===== src/rtl/ivec_pkg.sv =====
// Purpose: shared constants for the interrupt vector address logic
// Assumes: 20-bit byte address space, byte-wide vector fetch port
// Notes:   register offsets are word indices on the plain register port
package ivec_pkg;
   // address space and table geometry
   localparam int          IVEC_ADDR_W          = 20;
   localparam logic [19:0] IVEC_FIXED_BASE      = 20'hfffdc; // first fixed entry, top of space
   localparam logic [19:0] IVEC_TABLE_BASE_RST  = 20'h00000;
   localparam logic [7:0]  IVEC_ERASED_BYTE     = 8'hff;     // break entry not programmed
   localparam int          IVEC_EXT_PINS        = 6;
   localparam int          IVEC_SLOTS           = 32;        // peripheral slots 0..31

   // register port offsets
   localparam logic [3:0]  IVEC_REG_TABLE_BASE  = 4'h0;
   localparam logic [3:0]  IVEC_REG_CONTROL     = 4'h1;
   localparam logic [3:0]  IVEC_REG_POLARITY    = 4'h2;
   localparam logic [3:0]  IVEC_REG_LAST_ADDR   = 4'h3;
   localparam logic [3:0]  IVEC_REG_STATUS      = 4'h4;

   // control register fields
   localparam int          IVEC_CTRL_AMATCH_EN  = 0;
   localparam int          IVEC_CTRL_I2C_MODE   = 1;
   localparam int          IVEC_CTRL_CAUSE_8    = 6;  // 1: slot 8 serves pin 5
   localparam int          IVEC_CTRL_CAUSE_9    = 7;  // 1: slot 9 serves pin 4
   localparam logic        IVEC_CTRL_BIT_RST    = 1'b0;
   localparam logic [11:0] IVEC_POLARITY_RST    = 12'h000;

   // status register fields
   localparam int          IVEC_STAT_BUSY       = 0;
   localparam int          IVEC_STAT_NMI        = 1;
   localparam int          IVEC_STAT_KIND_LSB   = 4;
   localparam int          IVEC_STAT_NUM_LSB    = 8;

   // edge polarity codes, two bits per pin
   localparam logic [1:0]  IVEC_POL_FALL        = 2'h0;
   localparam logic [1:0]  IVEC_POL_RISE        = 2'h1;

   // vector request kinds; 0..8 index the fixed table in order
   localparam logic [3:0]  IVEC_KIND_UNDEF      = 4'h0;
   localparam logic [3:0]  IVEC_KIND_OVERFLOW   = 4'h1;
   localparam logic [3:0]  IVEC_KIND_BREAK      = 4'h2;
   localparam logic [3:0]  IVEC_KIND_AMATCH     = 4'h3;
   localparam logic [3:0]  IVEC_KIND_SSTEP      = 4'h4;
   localparam logic [3:0]  IVEC_KIND_WATCHDOG   = 4'h5;
   localparam logic [3:0]  IVEC_KIND_DEBUGGER   = 4'h6;
   localparam logic [3:0]  IVEC_KIND_NMI        = 4'h7;
   localparam logic [3:0]  IVEC_KIND_RESET      = 4'h8;
   localparam logic [3:0]  IVEC_KIND_SOFTWARE   = 4'h9;  // relocatable table, number 0..63

   // slot numbers of the relocatable table
   localparam int          IVEC_SLOT_EXT3       = 4;
   localparam int          IVEC_SLOT_TB_HIGH    = 5;   // timers B5, B4, B3
   localparam int          IVEC_SLOT_SHARED_8   = 8;
   localparam int          IVEC_SLOT_SHARED_9   = 9;
   localparam int          IVEC_SLOT_BUS_COLL   = 10;
   localparam int          IVEC_SLOT_DMA0       = 11;
   localparam int          IVEC_SLOT_KEY        = 13;
   localparam int          IVEC_SLOT_ADC        = 14;
   localparam int          IVEC_SLOT_UART2_TX   = 15;
   localparam int          IVEC_SLOT_UART2_RX   = 16;
   localparam int          IVEC_SLOT_UART0_TX   = 17;
   localparam int          IVEC_SLOT_TIMER_A0   = 21;
   localparam int          IVEC_SLOT_TIMER_B0   = 26;
   localparam int          IVEC_SLOT_EXT0       = 29;
endpackage : ivec_pkg


===== src/rtl/ivec_edge_detect.sv =====
// Purpose: synchronise one external interrupt pin and detect the selected edge
// Assumes: pin is asynchronous to ref_clk
// Notes:   polarity fall, rise, or both (codes 2 and 3)
`timescale 1ns/100ps
module ivec_edge_detect
   import ivec_pkg::*;
(
   input  wire logic       ref_clk,
   input  wire logic       rst,
   input  wire logic       pin,
   input  wire logic [1:0] polarity,
   output logic            edge_pulse
);
   logic pin_meta;
   logic pin_sync;
   logic pin_prev;

   // two-stage synchroniser, then history for the edge compare
   always_ff @(posedge ref_clk) begin
      if (rst) begin
         pin_meta <= 1'b0;
         pin_sync <= 1'b0;
         pin_prev <= 1'b0;
      end else begin
         pin_meta <= pin;
         pin_sync <= pin_meta;
         pin_prev <= pin_sync;
      end
   end

   // one-cycle pulse on the chosen edge
   always_ff @(posedge ref_clk) begin
      if (rst) begin
         edge_pulse <= 1'b0;
      end else begin
         case (polarity)
            IVEC_POL_FALL: edge_pulse <= pin_prev & ~pin_sync;
            IVEC_POL_RISE: edge_pulse <= ~pin_prev & pin_sync;
            default:       edge_pulse <= pin_prev ^ pin_sync;
         endcase
      end
   end
endmodule : ivec_edge_detect


===== src/rtl/ivec_vector_logic.sv =====
// Purpose: interrupt source numbering and vector entry fetch for the CPU
// Assumes: acceptance and priority logic outside; it sends one request per accepted event
// Notes:   vector entries are fetched a byte at a time over the mem port
`timescale 1ns/100ps
module ivec_vector_logic
   import ivec_pkg::*;
(
   input  wire logic        ref_clk,
   input  wire logic        rst,
   // register port
   input  wire logic [3:0]  reg_addr,
   input  wire logic [31:0] reg_wdata,
   input  wire logic        reg_wr,
   input  wire logic        reg_rd,
   output logic      [31:0] reg_rdata,
   // external pins, asynchronous
   input  wire logic [5:0]  ext_pin_irq,
   input  wire logic        nmi_pin_n,
   // peripheral request pulses, same clock
   input  wire logic [4:0]  timer_a_irq,
   input  wire logic [5:0]  timer_b_irq,
   input  wire logic [2:0]  uart_tx_irq,
   input  wire logic [2:0]  uart_rx_irq,
   input  wire logic        i2c_nack_irq,
   input  wire logic        i2c_ack_irq,
   input  wire logic        clocked_serial_three_irq,
   input  wire logic        clocked_serial_four_irq,
   input  wire logic        bus_collision_irq,
   input  wire logic [1:0]  dma_irq,
   input  wire logic        key_input_irq,
   input  wire logic        adc_irq,
   // numbered requests toward the acceptance logic
   output logic      [31:0] slot_req,
   output logic             nmi_req,
   // vector request from the acceptance logic
   input  wire logic        vec_req,
   input  wire logic [3:0]  vec_kind,
   input  wire logic [5:0]  vec_num,
   output logic             vec_busy,
   // byte read port to program memory
   output logic      [19:0] mem_addr,
   output logic             mem_rd,
   input  wire logic [7:0]  mem_rdata,
   // routine start address to the CPU
   output logic             branch_valid,
   output logic      [19:0] branch_addr
);
   typedef enum logic [1:0] {ST_IDLE, ST_READ, ST_WAIT, ST_CHECK} ivec_state_t;

   ivec_state_t state;
   ivec_state_t next_state;

   logic [19:0] vector_table_base;
   logic        amatch_en;
   logic        i2c_mode;
   logic        cause_sel_8;
   logic        cause_sel_9;
   logic [11:0] pin_polarity;
   logic [5:0]  ext_edge;
   logic [31:0] next_slot;
   logic        nmi_meta;
   logic        nmi_sync;
   logic        boot_pending;
   logic [3:0]  cur_kind;
   logic [5:0]  cur_num;
   logic [1:0]  byte_cnt;
   logic [31:0] fetch_data;
   logic        req_ok;
   logic        start;
   logic [3:0]  start_kind;
   logic [5:0]  start_num;
   logic [19:0] start_addr;
   logic        brk_fallback;
   logic [31:0] next_rdata;

   // one edge detector per external pin
   genvar gi;
   generate
      for (gi = 0; gi < IVEC_EXT_PINS; gi++) begin : g_pin
         ivec_edge_detect u_edge (
            .ref_clk    (ref_clk),
            .rst        (rst),
            .pin        (ext_pin_irq[gi]),
            .polarity   (pin_polarity[2*gi +: 2]),
            .edge_pulse (ext_edge[gi])
         );
      end
   endgenerate

   // software-written configuration
   always_ff @(posedge ref_clk) begin
      if (rst) begin
         vector_table_base <= IVEC_TABLE_BASE_RST;
         amatch_en         <= IVEC_CTRL_BIT_RST;
         i2c_mode          <= IVEC_CTRL_BIT_RST;
         cause_sel_8       <= IVEC_CTRL_BIT_RST;
         cause_sel_9       <= IVEC_CTRL_BIT_RST;
         pin_polarity      <= IVEC_POLARITY_RST;
      end else if (reg_wr) begin
         case (reg_addr)
            IVEC_REG_TABLE_BASE: vector_table_base <= reg_wdata[19:0];
            IVEC_REG_CONTROL: begin
               amatch_en   <= reg_wdata[IVEC_CTRL_AMATCH_EN];
               i2c_mode    <= reg_wdata[IVEC_CTRL_I2C_MODE];
               cause_sel_8 <= reg_wdata[IVEC_CTRL_CAUSE_8];
               cause_sel_9 <= reg_wdata[IVEC_CTRL_CAUSE_9];
            end
            IVEC_REG_POLARITY: pin_polarity <= reg_wdata[11:0];
            default: ;
         endcase
      end
   end

   // read mux; data stands only in the cycle after the strobe
   always_comb begin
      next_rdata = 32'h0;
      case (reg_addr)
         IVEC_REG_TABLE_BASE: next_rdata[19:0] = vector_table_base;
         IVEC_REG_CONTROL: begin
            next_rdata[IVEC_CTRL_AMATCH_EN] = amatch_en;
            next_rdata[IVEC_CTRL_I2C_MODE]  = i2c_mode;
            next_rdata[IVEC_CTRL_CAUSE_8]   = cause_sel_8;
            next_rdata[IVEC_CTRL_CAUSE_9]   = cause_sel_9;
         end
         IVEC_REG_POLARITY:  next_rdata[11:0] = pin_polarity;
         IVEC_REG_LAST_ADDR: next_rdata[19:0] = branch_addr;
         IVEC_REG_STATUS: begin
            next_rdata[IVEC_STAT_BUSY]                  = vec_busy;
            next_rdata[IVEC_STAT_NMI]                   = nmi_req;
            next_rdata[IVEC_STAT_KIND_LSB +: 4]         = cur_kind;
            next_rdata[IVEC_STAT_NUM_LSB +: 6]          = cur_num;
         end
         default: next_rdata = 32'h0;
      endcase
   end

   // read data register, zero outside the answer cycle
   always_ff @(posedge ref_clk) begin
      if (rst) begin
         reg_rdata <= 32'h0;
      end else begin
         reg_rdata <= reg_rd ? next_rdata : 32'h0;
      end
   end

   // number assignment of peripheral and pin sources; slot 0 and 1..3 never driven here
   always_comb begin
      next_slot = 32'h0;
      next_slot[IVEC_SLOT_EXT3] = ext_edge[3];
      for (int k = 0; k < 3; k++) begin
         next_slot[IVEC_SLOT_TB_HIGH + k] = timer_b_irq[5 - k];
      end
      next_slot[IVEC_SLOT_SHARED_8] = cause_sel_8 ? ext_edge[5] : clocked_serial_four_irq;
      next_slot[IVEC_SLOT_SHARED_9] = cause_sel_9 ? ext_edge[4] : clocked_serial_three_irq;
      next_slot[IVEC_SLOT_BUS_COLL] = bus_collision_irq;
      next_slot[IVEC_SLOT_DMA0]     = dma_irq[0];
      next_slot[IVEC_SLOT_DMA0 + 1] = dma_irq[1];
      next_slot[IVEC_SLOT_KEY]      = key_input_irq;
      next_slot[IVEC_SLOT_ADC]      = adc_irq;
      next_slot[IVEC_SLOT_UART2_TX] = i2c_mode ? i2c_nack_irq : uart_tx_irq[2];
      next_slot[IVEC_SLOT_UART2_RX] = i2c_mode ? i2c_ack_irq : uart_rx_irq[2];
      for (int u = 0; u < 2; u++) begin
         next_slot[IVEC_SLOT_UART0_TX + 2*u]     = uart_tx_irq[u];
         next_slot[IVEC_SLOT_UART0_TX + 2*u + 1] = uart_rx_irq[u];
      end
      for (int t = 0; t < 5; t++) begin
         next_slot[IVEC_SLOT_TIMER_A0 + t] = timer_a_irq[t];
      end
      for (int b = 0; b < 3; b++) begin
         next_slot[IVEC_SLOT_TIMER_B0 + b] = timer_b_irq[b];
         next_slot[IVEC_SLOT_EXT0 + b]     = ext_edge[b];
      end
   end

   // registered slot pulses; all are maskable by the acceptance logic
   always_ff @(posedge ref_clk) begin
      if (rst) begin
         slot_req <= 32'h0;
      end else begin
         slot_req <= next_slot;
      end
   end

   // non-maskable pin: synchronised, low level requests
   always_ff @(posedge ref_clk) begin
      if (rst) begin
         nmi_meta <= 1'b1;
         nmi_sync <= 1'b1;
         nmi_req  <= 1'b0;
      end else begin
         nmi_meta <= nmi_pin_n;
         nmi_sync <= nmi_meta;
         nmi_req  <= ~nmi_sync;
      end
   end

   // request qualification; address match needs its enable bit
   always_comb begin
      case (vec_kind)
         IVEC_KIND_AMATCH:   req_ok = amatch_en;
         IVEC_KIND_SOFTWARE: req_ok = 1'b1;
         IVEC_KIND_SSTEP,
         IVEC_KIND_DEBUGGER: req_ok = 1'b1;
         default:            req_ok = (vec_kind <= IVEC_KIND_RESET);
      endcase
   end

   // the reset vector fetch goes first after reset release
   assign start      = (state == ST_IDLE) && (boot_pending || (vec_req && req_ok));
   assign start_kind = boot_pending ? IVEC_KIND_RESET : vec_kind;
   assign start_num  = boot_pending ? 6'h00 : vec_num;
   assign vec_busy   = (state != ST_IDLE) || boot_pending;
   assign mem_rd     = (state == ST_READ);

   // entry address: fixed table by kind, relocatable table by number
   always_comb begin
      if (start_kind == IVEC_KIND_SOFTWARE) begin
         start_addr = vector_table_base + {12'h0, start_num, 2'b00};
      end else begin
         start_addr = IVEC_FIXED_BASE + {14'h0, start_kind, 2'b00};
      end
   end

   // break with an erased fixed entry falls back to relocatable number 0
   assign brk_fallback = (cur_kind == IVEC_KIND_BREAK) &&
                         (fetch_data[7:0] == IVEC_ERASED_BYTE);

   // reset fetch stays pending until the sequencer takes it
   always_ff @(posedge ref_clk) begin
      if (rst) begin
         boot_pending <= 1'b1;
      end else if (start) begin
         boot_pending <= 1'b0;
      end
   end

   // fetch sequencer next state
   always_comb begin
      next_state = state;
      case (state)
         ST_IDLE:  if (start) next_state = ST_READ;
         ST_READ:  next_state = ST_WAIT;
         ST_WAIT:  next_state = (byte_cnt == 2'd3) ? ST_CHECK : ST_READ;
         ST_CHECK: next_state = brk_fallback ? ST_READ : ST_IDLE;
         default:  next_state = ST_IDLE;
      endcase
   end

   // sequencer state register
   always_ff @(posedge ref_clk) begin
      if (rst) begin
         state <= ST_IDLE;
      end else begin
         state <= next_state;
      end
   end

   // fetch address, byte counter and the request being served
   always_ff @(posedge ref_clk) begin
      if (rst) begin
         mem_addr <= 20'h0;
         byte_cnt <= 2'd0;
         cur_kind <= IVEC_KIND_RESET;
         cur_num  <= 6'h00;
      end else begin
         case (state)
            ST_IDLE: begin
               if (start) begin
                  mem_addr <= start_addr;
                  byte_cnt <= 2'd0;
                  cur_kind <= start_kind;
                  cur_num  <= start_num;
               end
            end
            ST_WAIT: begin
               mem_addr <= mem_addr + 20'h1;
               byte_cnt <= byte_cnt + 2'd1;
            end
            ST_CHECK: begin
               if (brk_fallback) begin
                  mem_addr <= vector_table_base;
                  byte_cnt <= 2'd0;
                  cur_kind <= IVEC_KIND_SOFTWARE;
                  cur_num  <= 6'h00;
               end
            end
            default: ;
         endcase
      end
   end

   // entry assembly, lowest address into the low byte
   always_ff @(posedge ref_clk) begin
      if (rst) begin
         fetch_data <= 32'h0;
      end else if (state == ST_WAIT) begin
         fetch_data[8*byte_cnt +: 8] <= mem_rdata;
      end
   end

   // routine start address and its one-cycle strobe
   always_ff @(posedge ref_clk) begin
      if (rst) begin
         branch_valid <= 1'b0;
         branch_addr  <= 20'h0;
      end else begin
         branch_valid <= (state == ST_CHECK) && !brk_fallback;
         if ((state == ST_CHECK) && !brk_fallback) begin
            branch_addr <= fetch_data[19:0];
         end
      end
   end

   // numbers 0 and 32..63 never appear on slot_req; they arrive only as kind 9
   // requests, which the qualification above never refuses, so software numbers
   // stay outside any peripheral mask held by the acceptance logic
endmodule : ivec_vector_logic


===== config.mk =====
export PLATFORM = sky130hd
export DESIGN_NAME = ivec_vector_logic
export DESIGN_NICKNAME = d
export VERILOG_FILES = /design/src/rtl/ivec_pkg.sv /design/src/rtl/ivec_edge_detect.sv /design/src/rtl/ivec_vector_logic.sv
export SDC_FILE = /design/constraint.sdc
export NUM_CORES = 1
export LEC_CHECK = 0
export BUFFER_PORTS_ARGS = -buffer_cell sky130_fd_sc_hd__clkbuf_2
export CELL_PAD_IN_SITES_DETAIL_PLACEMENT = 1
export CELL_PAD_IN_SITES_GLOBAL_PLACEMENT = 1
export CORE_UTILIZATION = 40
export CTS_BUF_LIST = sky130_fd_sc_hd__clkbuf_8
export DETAILED_ROUTE_END_ITERATION = 8
export PLACE_DENSITY = 0.85
export SYNTH_ARGS = -nofsm -noshare
export SYNTH_HDL_FRONTEND = slang
export SYNTH_SLANG_ARGS = --single-unit

===== constraint.sdc =====
create_clock -name ref_clk -period 5.1 [get_ports ref_clk]
set_clock_uncertainty 0.2 [all_clocks]
set_input_delay 0.51 -clock ref_clk [delete_from_list [all_inputs] [get_ports ref_clk]]
set_output_delay 0.51 -clock ref_clk [all_outputs]
set_load 0.05 [all_outputs]

### Word-level counts from Yosys, hierarchy flattened

Cells that the tools add are included.
W data, S select, Z words.

* $add $sub $neg: 5
* $mul: 0
* div/mod/pow operators: 0
* $lt $le $gt $ge: 1
* eq/ne operators: 23
* shifts and indexed selects: 2
* mux-type cells: 38
* bitwise gates (word level): 32
* reduce and logical (&&, ||, !) cells: 25

Operators by type and width (count)
* $mux W20: 3
* $pmux W20 S3: 1
* $neg A5 Y34: 1
* $shift A8 B34 Y32 const A: 1
* $shiftx A8 B34 Y32: 1
* $bwmux W32: 1
* $pmux W6 S2: 2
* $add A20 B1 Y20 const B: 1
* $add A20 B8 Y20: 1
* $pmux W2 S5: 2
* $mux W6: 3
* $pmux W2 S3: 3
* $eq A4 B2 Y1 const B: 4
* $pmux W2 S4: 2
* $pmux W4 S4: 1
* $eq A2 B1 Y1 const B: 7
* $logic_not A2 Y1: 7
* $not A1 Y1: 14
* $pmux W1 S2: 7
* $and A1 B1 Y1: 12
* $eq A4 B3 Y1 const B: 3
* $mux W4: 3
* $add A7 B7 Y8 const A: 1
* $eq A4 B4 Y1 const B: 2
* other kinds (20): 43

* register bits after elaboration: 215
* bits in latches: 0
* memory bits (writable): 0
* memory bits (read-only): 0
* input bits: 92
* memories kept: 0

### Logic depth before layout (Yosys ltp)

* depth after elaboration: 8
* gate-level depth with buffers: 12

### Cells and area by module

From an unflattened synthesis, not the netlist that was laid out.

* cells, all modules: 939
* area total of the unflattened synthesis: 8420.6 µm²

Modules (own cells, without submodules)
* ivec_vector_logic: instances 1, cells an instance 855, area an instance 7504.7 µm²
* ivec_edge_detect: instances 6, cells an instance 14, area an instance 152.6 µm²

### Least setup slack after synthesis

Ideal clock, no wire load.

* path type: register to register
* start: reg boot_pending
* end: reg mem_addr[9]
* arrival time: 2359 ps
* required time: 4766 ps
* setup slack: 2407 ps
* cell stages (with the launch flop): 12
* period minus slack after synthesis: 2693 ps
* cells stage by stage: dfxtp_1 -> clkbuf_1 -> inv_1 -> nand2_1 -> inv_1 -> ha_1 -> a21o_1 -> nand4_1 -> a21boi_0 -> mux2_2 -> a211oi_1 -> a211oi_1

* cells in the longest elaborated chain, start to end: 5

RTL lines
* from (decl): line ivec_vector_logic.sv:63 `logic boot_pending;`
* from (signal assigned): line ivec_vector_logic.sv:231 `boot_pending <= 1'b1;`
* from (signal assigned): line ivec_vector_logic.sv:233 `boot_pending <= 1'b0;`
* $mux W6 or $mux W4 (tied branches): line ivec_vector_logic.sv:211, ivec_vector_logic.sv:210
* $add A20 B8 Y20 (tied with other cells): line ivec_vector_logic.sv:218 `start_addr = vector_table_base + {12'h0, start_num, 2'b00};`
* $mux W20: line ivec_vector_logic.sv:217 `if (start_kind == IVEC_KIND_SOFTWARE) begin`
* $mux W20: line ivec_vector_logic.sv:268 `if (start) begin`
* $pmux W20 S3: line ivec_vector_logic.sv:266 `case (state)`
* to (signal assigned): line ivec_vector_logic.sv:269 `mem_addr <= start_addr;`
* to (signal assigned): line ivec_vector_logic.sv:276 `mem_addr <= mem_addr + 20'h1;`
* to (signal assigned): line ivec_vector_logic.sv:281 `mem_addr <= vector_table_base;`
* to (decl): line ivec_vector_logic.sv:41 `output logic [19:0] mem_addr,`

Parallel ways exist; a longest one is shown, timed or not. The select of a mux whose other input is x is not followed.
A chain may end at the register's enable or synchronous reset.

### Worst setup path after layout

Same ends and word-level chain as after synthesis.

==> reports/results.ini <==
[timing]
final_min_period_over_clock_period=0.634
timing.max_slew.rel_slack=0.201
timing_hold_violations_final=0
max_clock_freq_ghz=0.309
setup_total_negative_slack_ns=0
max_slew.worst_pin.slew_ns=1.19
rsz0062_at_grt=false
timing.final.crit_period_ns=3.24
drv_slew=0
setup_viol_count_final=0

[worst_setup_path]
cpPeakStageDelay_ns=0.64
rr_startpoint=boot_pending$_SDFFE_PP1P_
setup.worst_path.start=boot_pending$_SDFFE_PP1P_
timing.critical_path.to_type=register
worst-endpoint-arrival_ns=3.39
critical_path_peak_fanout=14
timing.critical_path.cells=inv_1, nand2_1, inv_1, ha_1, a21o_1, nand4_1, a21boi_0, mux2_2, a211oi_1, a211oi_1
timing_worst_setup_path_type=reg2reg
worst-endpoint-required_ns=5.25
timing.critical_path.slowest_stage_cell=dfxtp_1
setup.worst_path.start_class=register

[yosys]
ys_ff_latch=187
synthesized_area_divided_by_synthesized_cell_count_um2=8.82
syn-instance-count=937
synth_cell_type_count=60
number_of_flops_mapped_to_enable_cells_by_yosys=0
async_flop_share=0
yosys_warnings=0
post_synthesis_cell_area_um2=8270
synth_top_flop_cell=dfxtp_1
yosys.area.top_type_share=0.453
synthTopCellsByArea=dfxtp_1 45%, nor2_1 4.9%, nand2_1 4.6%
synth_sequential_area_ratio=0.453
synth_top_cell_by_area=dfxtp_1

[floorplanning]
ios=200
dieHeight_um=146
coreArea_um2=20200
dieWidth_um=146
core.rowCount=52
floorplan.initialDensity=0.408
floorplan.die_area_um2=21200

[cells_and_area]
layout.nets=1198
layout-drive-gt1-share=0.216
mostFrequentLayoutCells=187 x dfxtp_1, 170 x clkbuf_2, 107 x nor2_1
layout.cells.non_filler=1361
layout_commonest_cell=dfxtp_1
synthToLayoutAreaGrowth_pct=17.1
antennaDiodeCount=0

[grt]
grt_use_total=0.250
largest_net_degree_at_the_start_of_global_routing=112
grt_pass1_wl_um=41900
number_of_global_route_vias_before_repair=7651
total_gr_overflow=0
antenna_found_initial=0

[clocking]
cts_tree=done
cts_inserted_buffers=17
insertion_delay_ns=0.48
cts.repair.resized=0
ctsLongestPathBuffers=2
root_buffer=clkbuf_8
htree_num_levels=4
clkSlewWorstSetupHoldPaths_ns=0.11
cts_num_sinks=187

[detailed_routing]
drt-total-wl_um=26400
drc=0
viasPerCell=5.53
drt_pre_antenna_iters=5
antenna_left=0
via_count=7529
route.detailed.wl_per_inst_um=19.4
drt_iter0_drc=587

[hold_path]
min_path_type=in2reg
hold_start=adc_irq

[power_and_ir_drop]
total_switching_power_mw=1.05
register_share_of_total_power=0.498
clockPowerShare=0.332
p_sw_frac=0.331
p_leak_nw=4.03
combinationalPowerShare=0.170
vdd_drop_max_mv=0.169
cell_internal_pwr_mw=2.13
pwrdens_nw_per_um2=328

[status]
outcome=finished, final reports clean

[job]
timing.max_cap.violations=0

[place]
gp_routability_congestion=0.888
buffer_ports.inserted=171
place_inst=1329
dpl.hpwl_um=19100

## synthesized netlist by cell type, types with 4 or more instances
| cell type | n |
|---|---|
| xnor2_1 | 15 |
| nand4_1 | 8 |
| o21ai_0 | 12 |
| xor2_1 | 13 |
| buf_2 | 4 |
| nand2b_1 | 9 |
| buf_4 | 18 |
| clkbuf_1 | 48 |
| and3_1 | 5 |
| dfxtp_1 | 187 |
| a211oi_1 | 29 |
| a21oi_1 | 71 |
| a221oi_2 | 6 |
| nor2_1 | 107 |
| inv_1 | 30 |
| a311oi_1 | 7 |
| nor2b_1 | 54 |
| nor4_1 | 5 |
| nand2_1 | 102 |
| a22oi_1 | 38 |
| a222oi_1 | 12 |
| ha_1 | 26 |
| or2_2 | 6 |
| nand3_1 | 30 |
| mux2i_1 | 29 |
| nor3_1 | 7 |
| o211ai_1 | 8 |
## flip-flops by register name (all words and copies together), names as in the netlist, 12 cells and up
| name | flops |
|---|---|
| branch_addr | 20 |
| slot_req | 28 |
| mem_addr | 20 |
| pin_polarity | 12 |
| reg_rdata | 20 |
| fetch_data | 20 |
| vector_table_base | 20 |
## cell families after synthesis
group | count (synthesis) | synth area share
xor+xnor | 28 | 0.0297
other cells | 1 | 0.000454
buf+inv | 102 | 0.0560
compound gates | 208 | 0.176
flops | 187 | 0.453
simple gates | 353 | 0.205
fa+ha+maj | 27 | 0.0418
mux | 31 | 0.0378
## final timing paths
| check | endpoint | slack, ns | depth (start not counted) |
|---|---|---|---|
| setup / recovery | mem_addr[9]$_SDFFE_PP0P_ | 1.86 | 10 |
| hold / removal | slot_req[14]$_SDFF_PP0_ | 0.02 | 2 |
| setup reg to reg | mem_addr[9]$_SDFFE_PP0P_ | 1.86 | 10 |
| hold reg to reg | nmi_req$_SDFF_PP0_ | 0.21 | 1 |
## cell type report
| type | count | area (um2) |
|---|---|---|
| multi-input cells | 663 | 4150 |
| well taps | 270 | 338 |
| fillers | 2408 | 10600 |
| flip-flops and latches | 187 | 3740 |
| inverters | 30 | 113 |
| clock buffers | 17 | 234 |
| repair buffers | 180 | 928 |
| clock inverters | 14 | 178 |
## worst max-delay path, delay by kind of cell, from the launching register on
kind,cells,cell delay [ns]
DFF,1,0.64
buffers and inverters,2,0.30
and+or+nand+nor,2,0.42
adders and majority gates,1,0.27
AOI/OAI and AO/OA,4,0.91
muxes,1,0.36
## timing repair
item                                   4_1_cts  5_1_grt
hold buffers                                 0        1
endpoints found under the hold margin        0        1
setup buffers                                0        0
## power groups by stage
stage | Combinational, mW | Clock (mW) | Sequential (mW)
finish | 0.541 | 1.05 | 1.58
global route | 0.577 | 1.12 | 1.59
CTS | 0.538 | 1.07 | 1.58
detailed placement | 0.533 | 0 | 1.62
global placement | 0.522 | 0 | 1.61
floorplan | 0.281 | 0 | 1.72
## per-stage QoR
step           setup WS, ns  hold slack (ns)   util  power (mW)  instance area, um2
6_report               1.86           0.0237  0.478        3.18                9680
5_1_grt                1.67          0.00594  0.478        3.29                9680
4_1_cts                1.91          0.00555  0.478        3.19                9670
3_5_place_dp           1.92            0.190  0.458        2.15                9260
3_3_place_gp           1.99            0.167  0.458        2.14                9260
2_1_floorplan          2.41            0.163      -        2.00                8320
## routing by layer
metal | GRT usage | part of all wire
met5 | 0 | 0
met4 | 0.103 | 0.031
met1 | 0.312 | 0.42
met2 | 0.424 | 0.50
met3 | 0.0455 | 0.045
No activity file was read; power rests on OpenSTA's default activity.
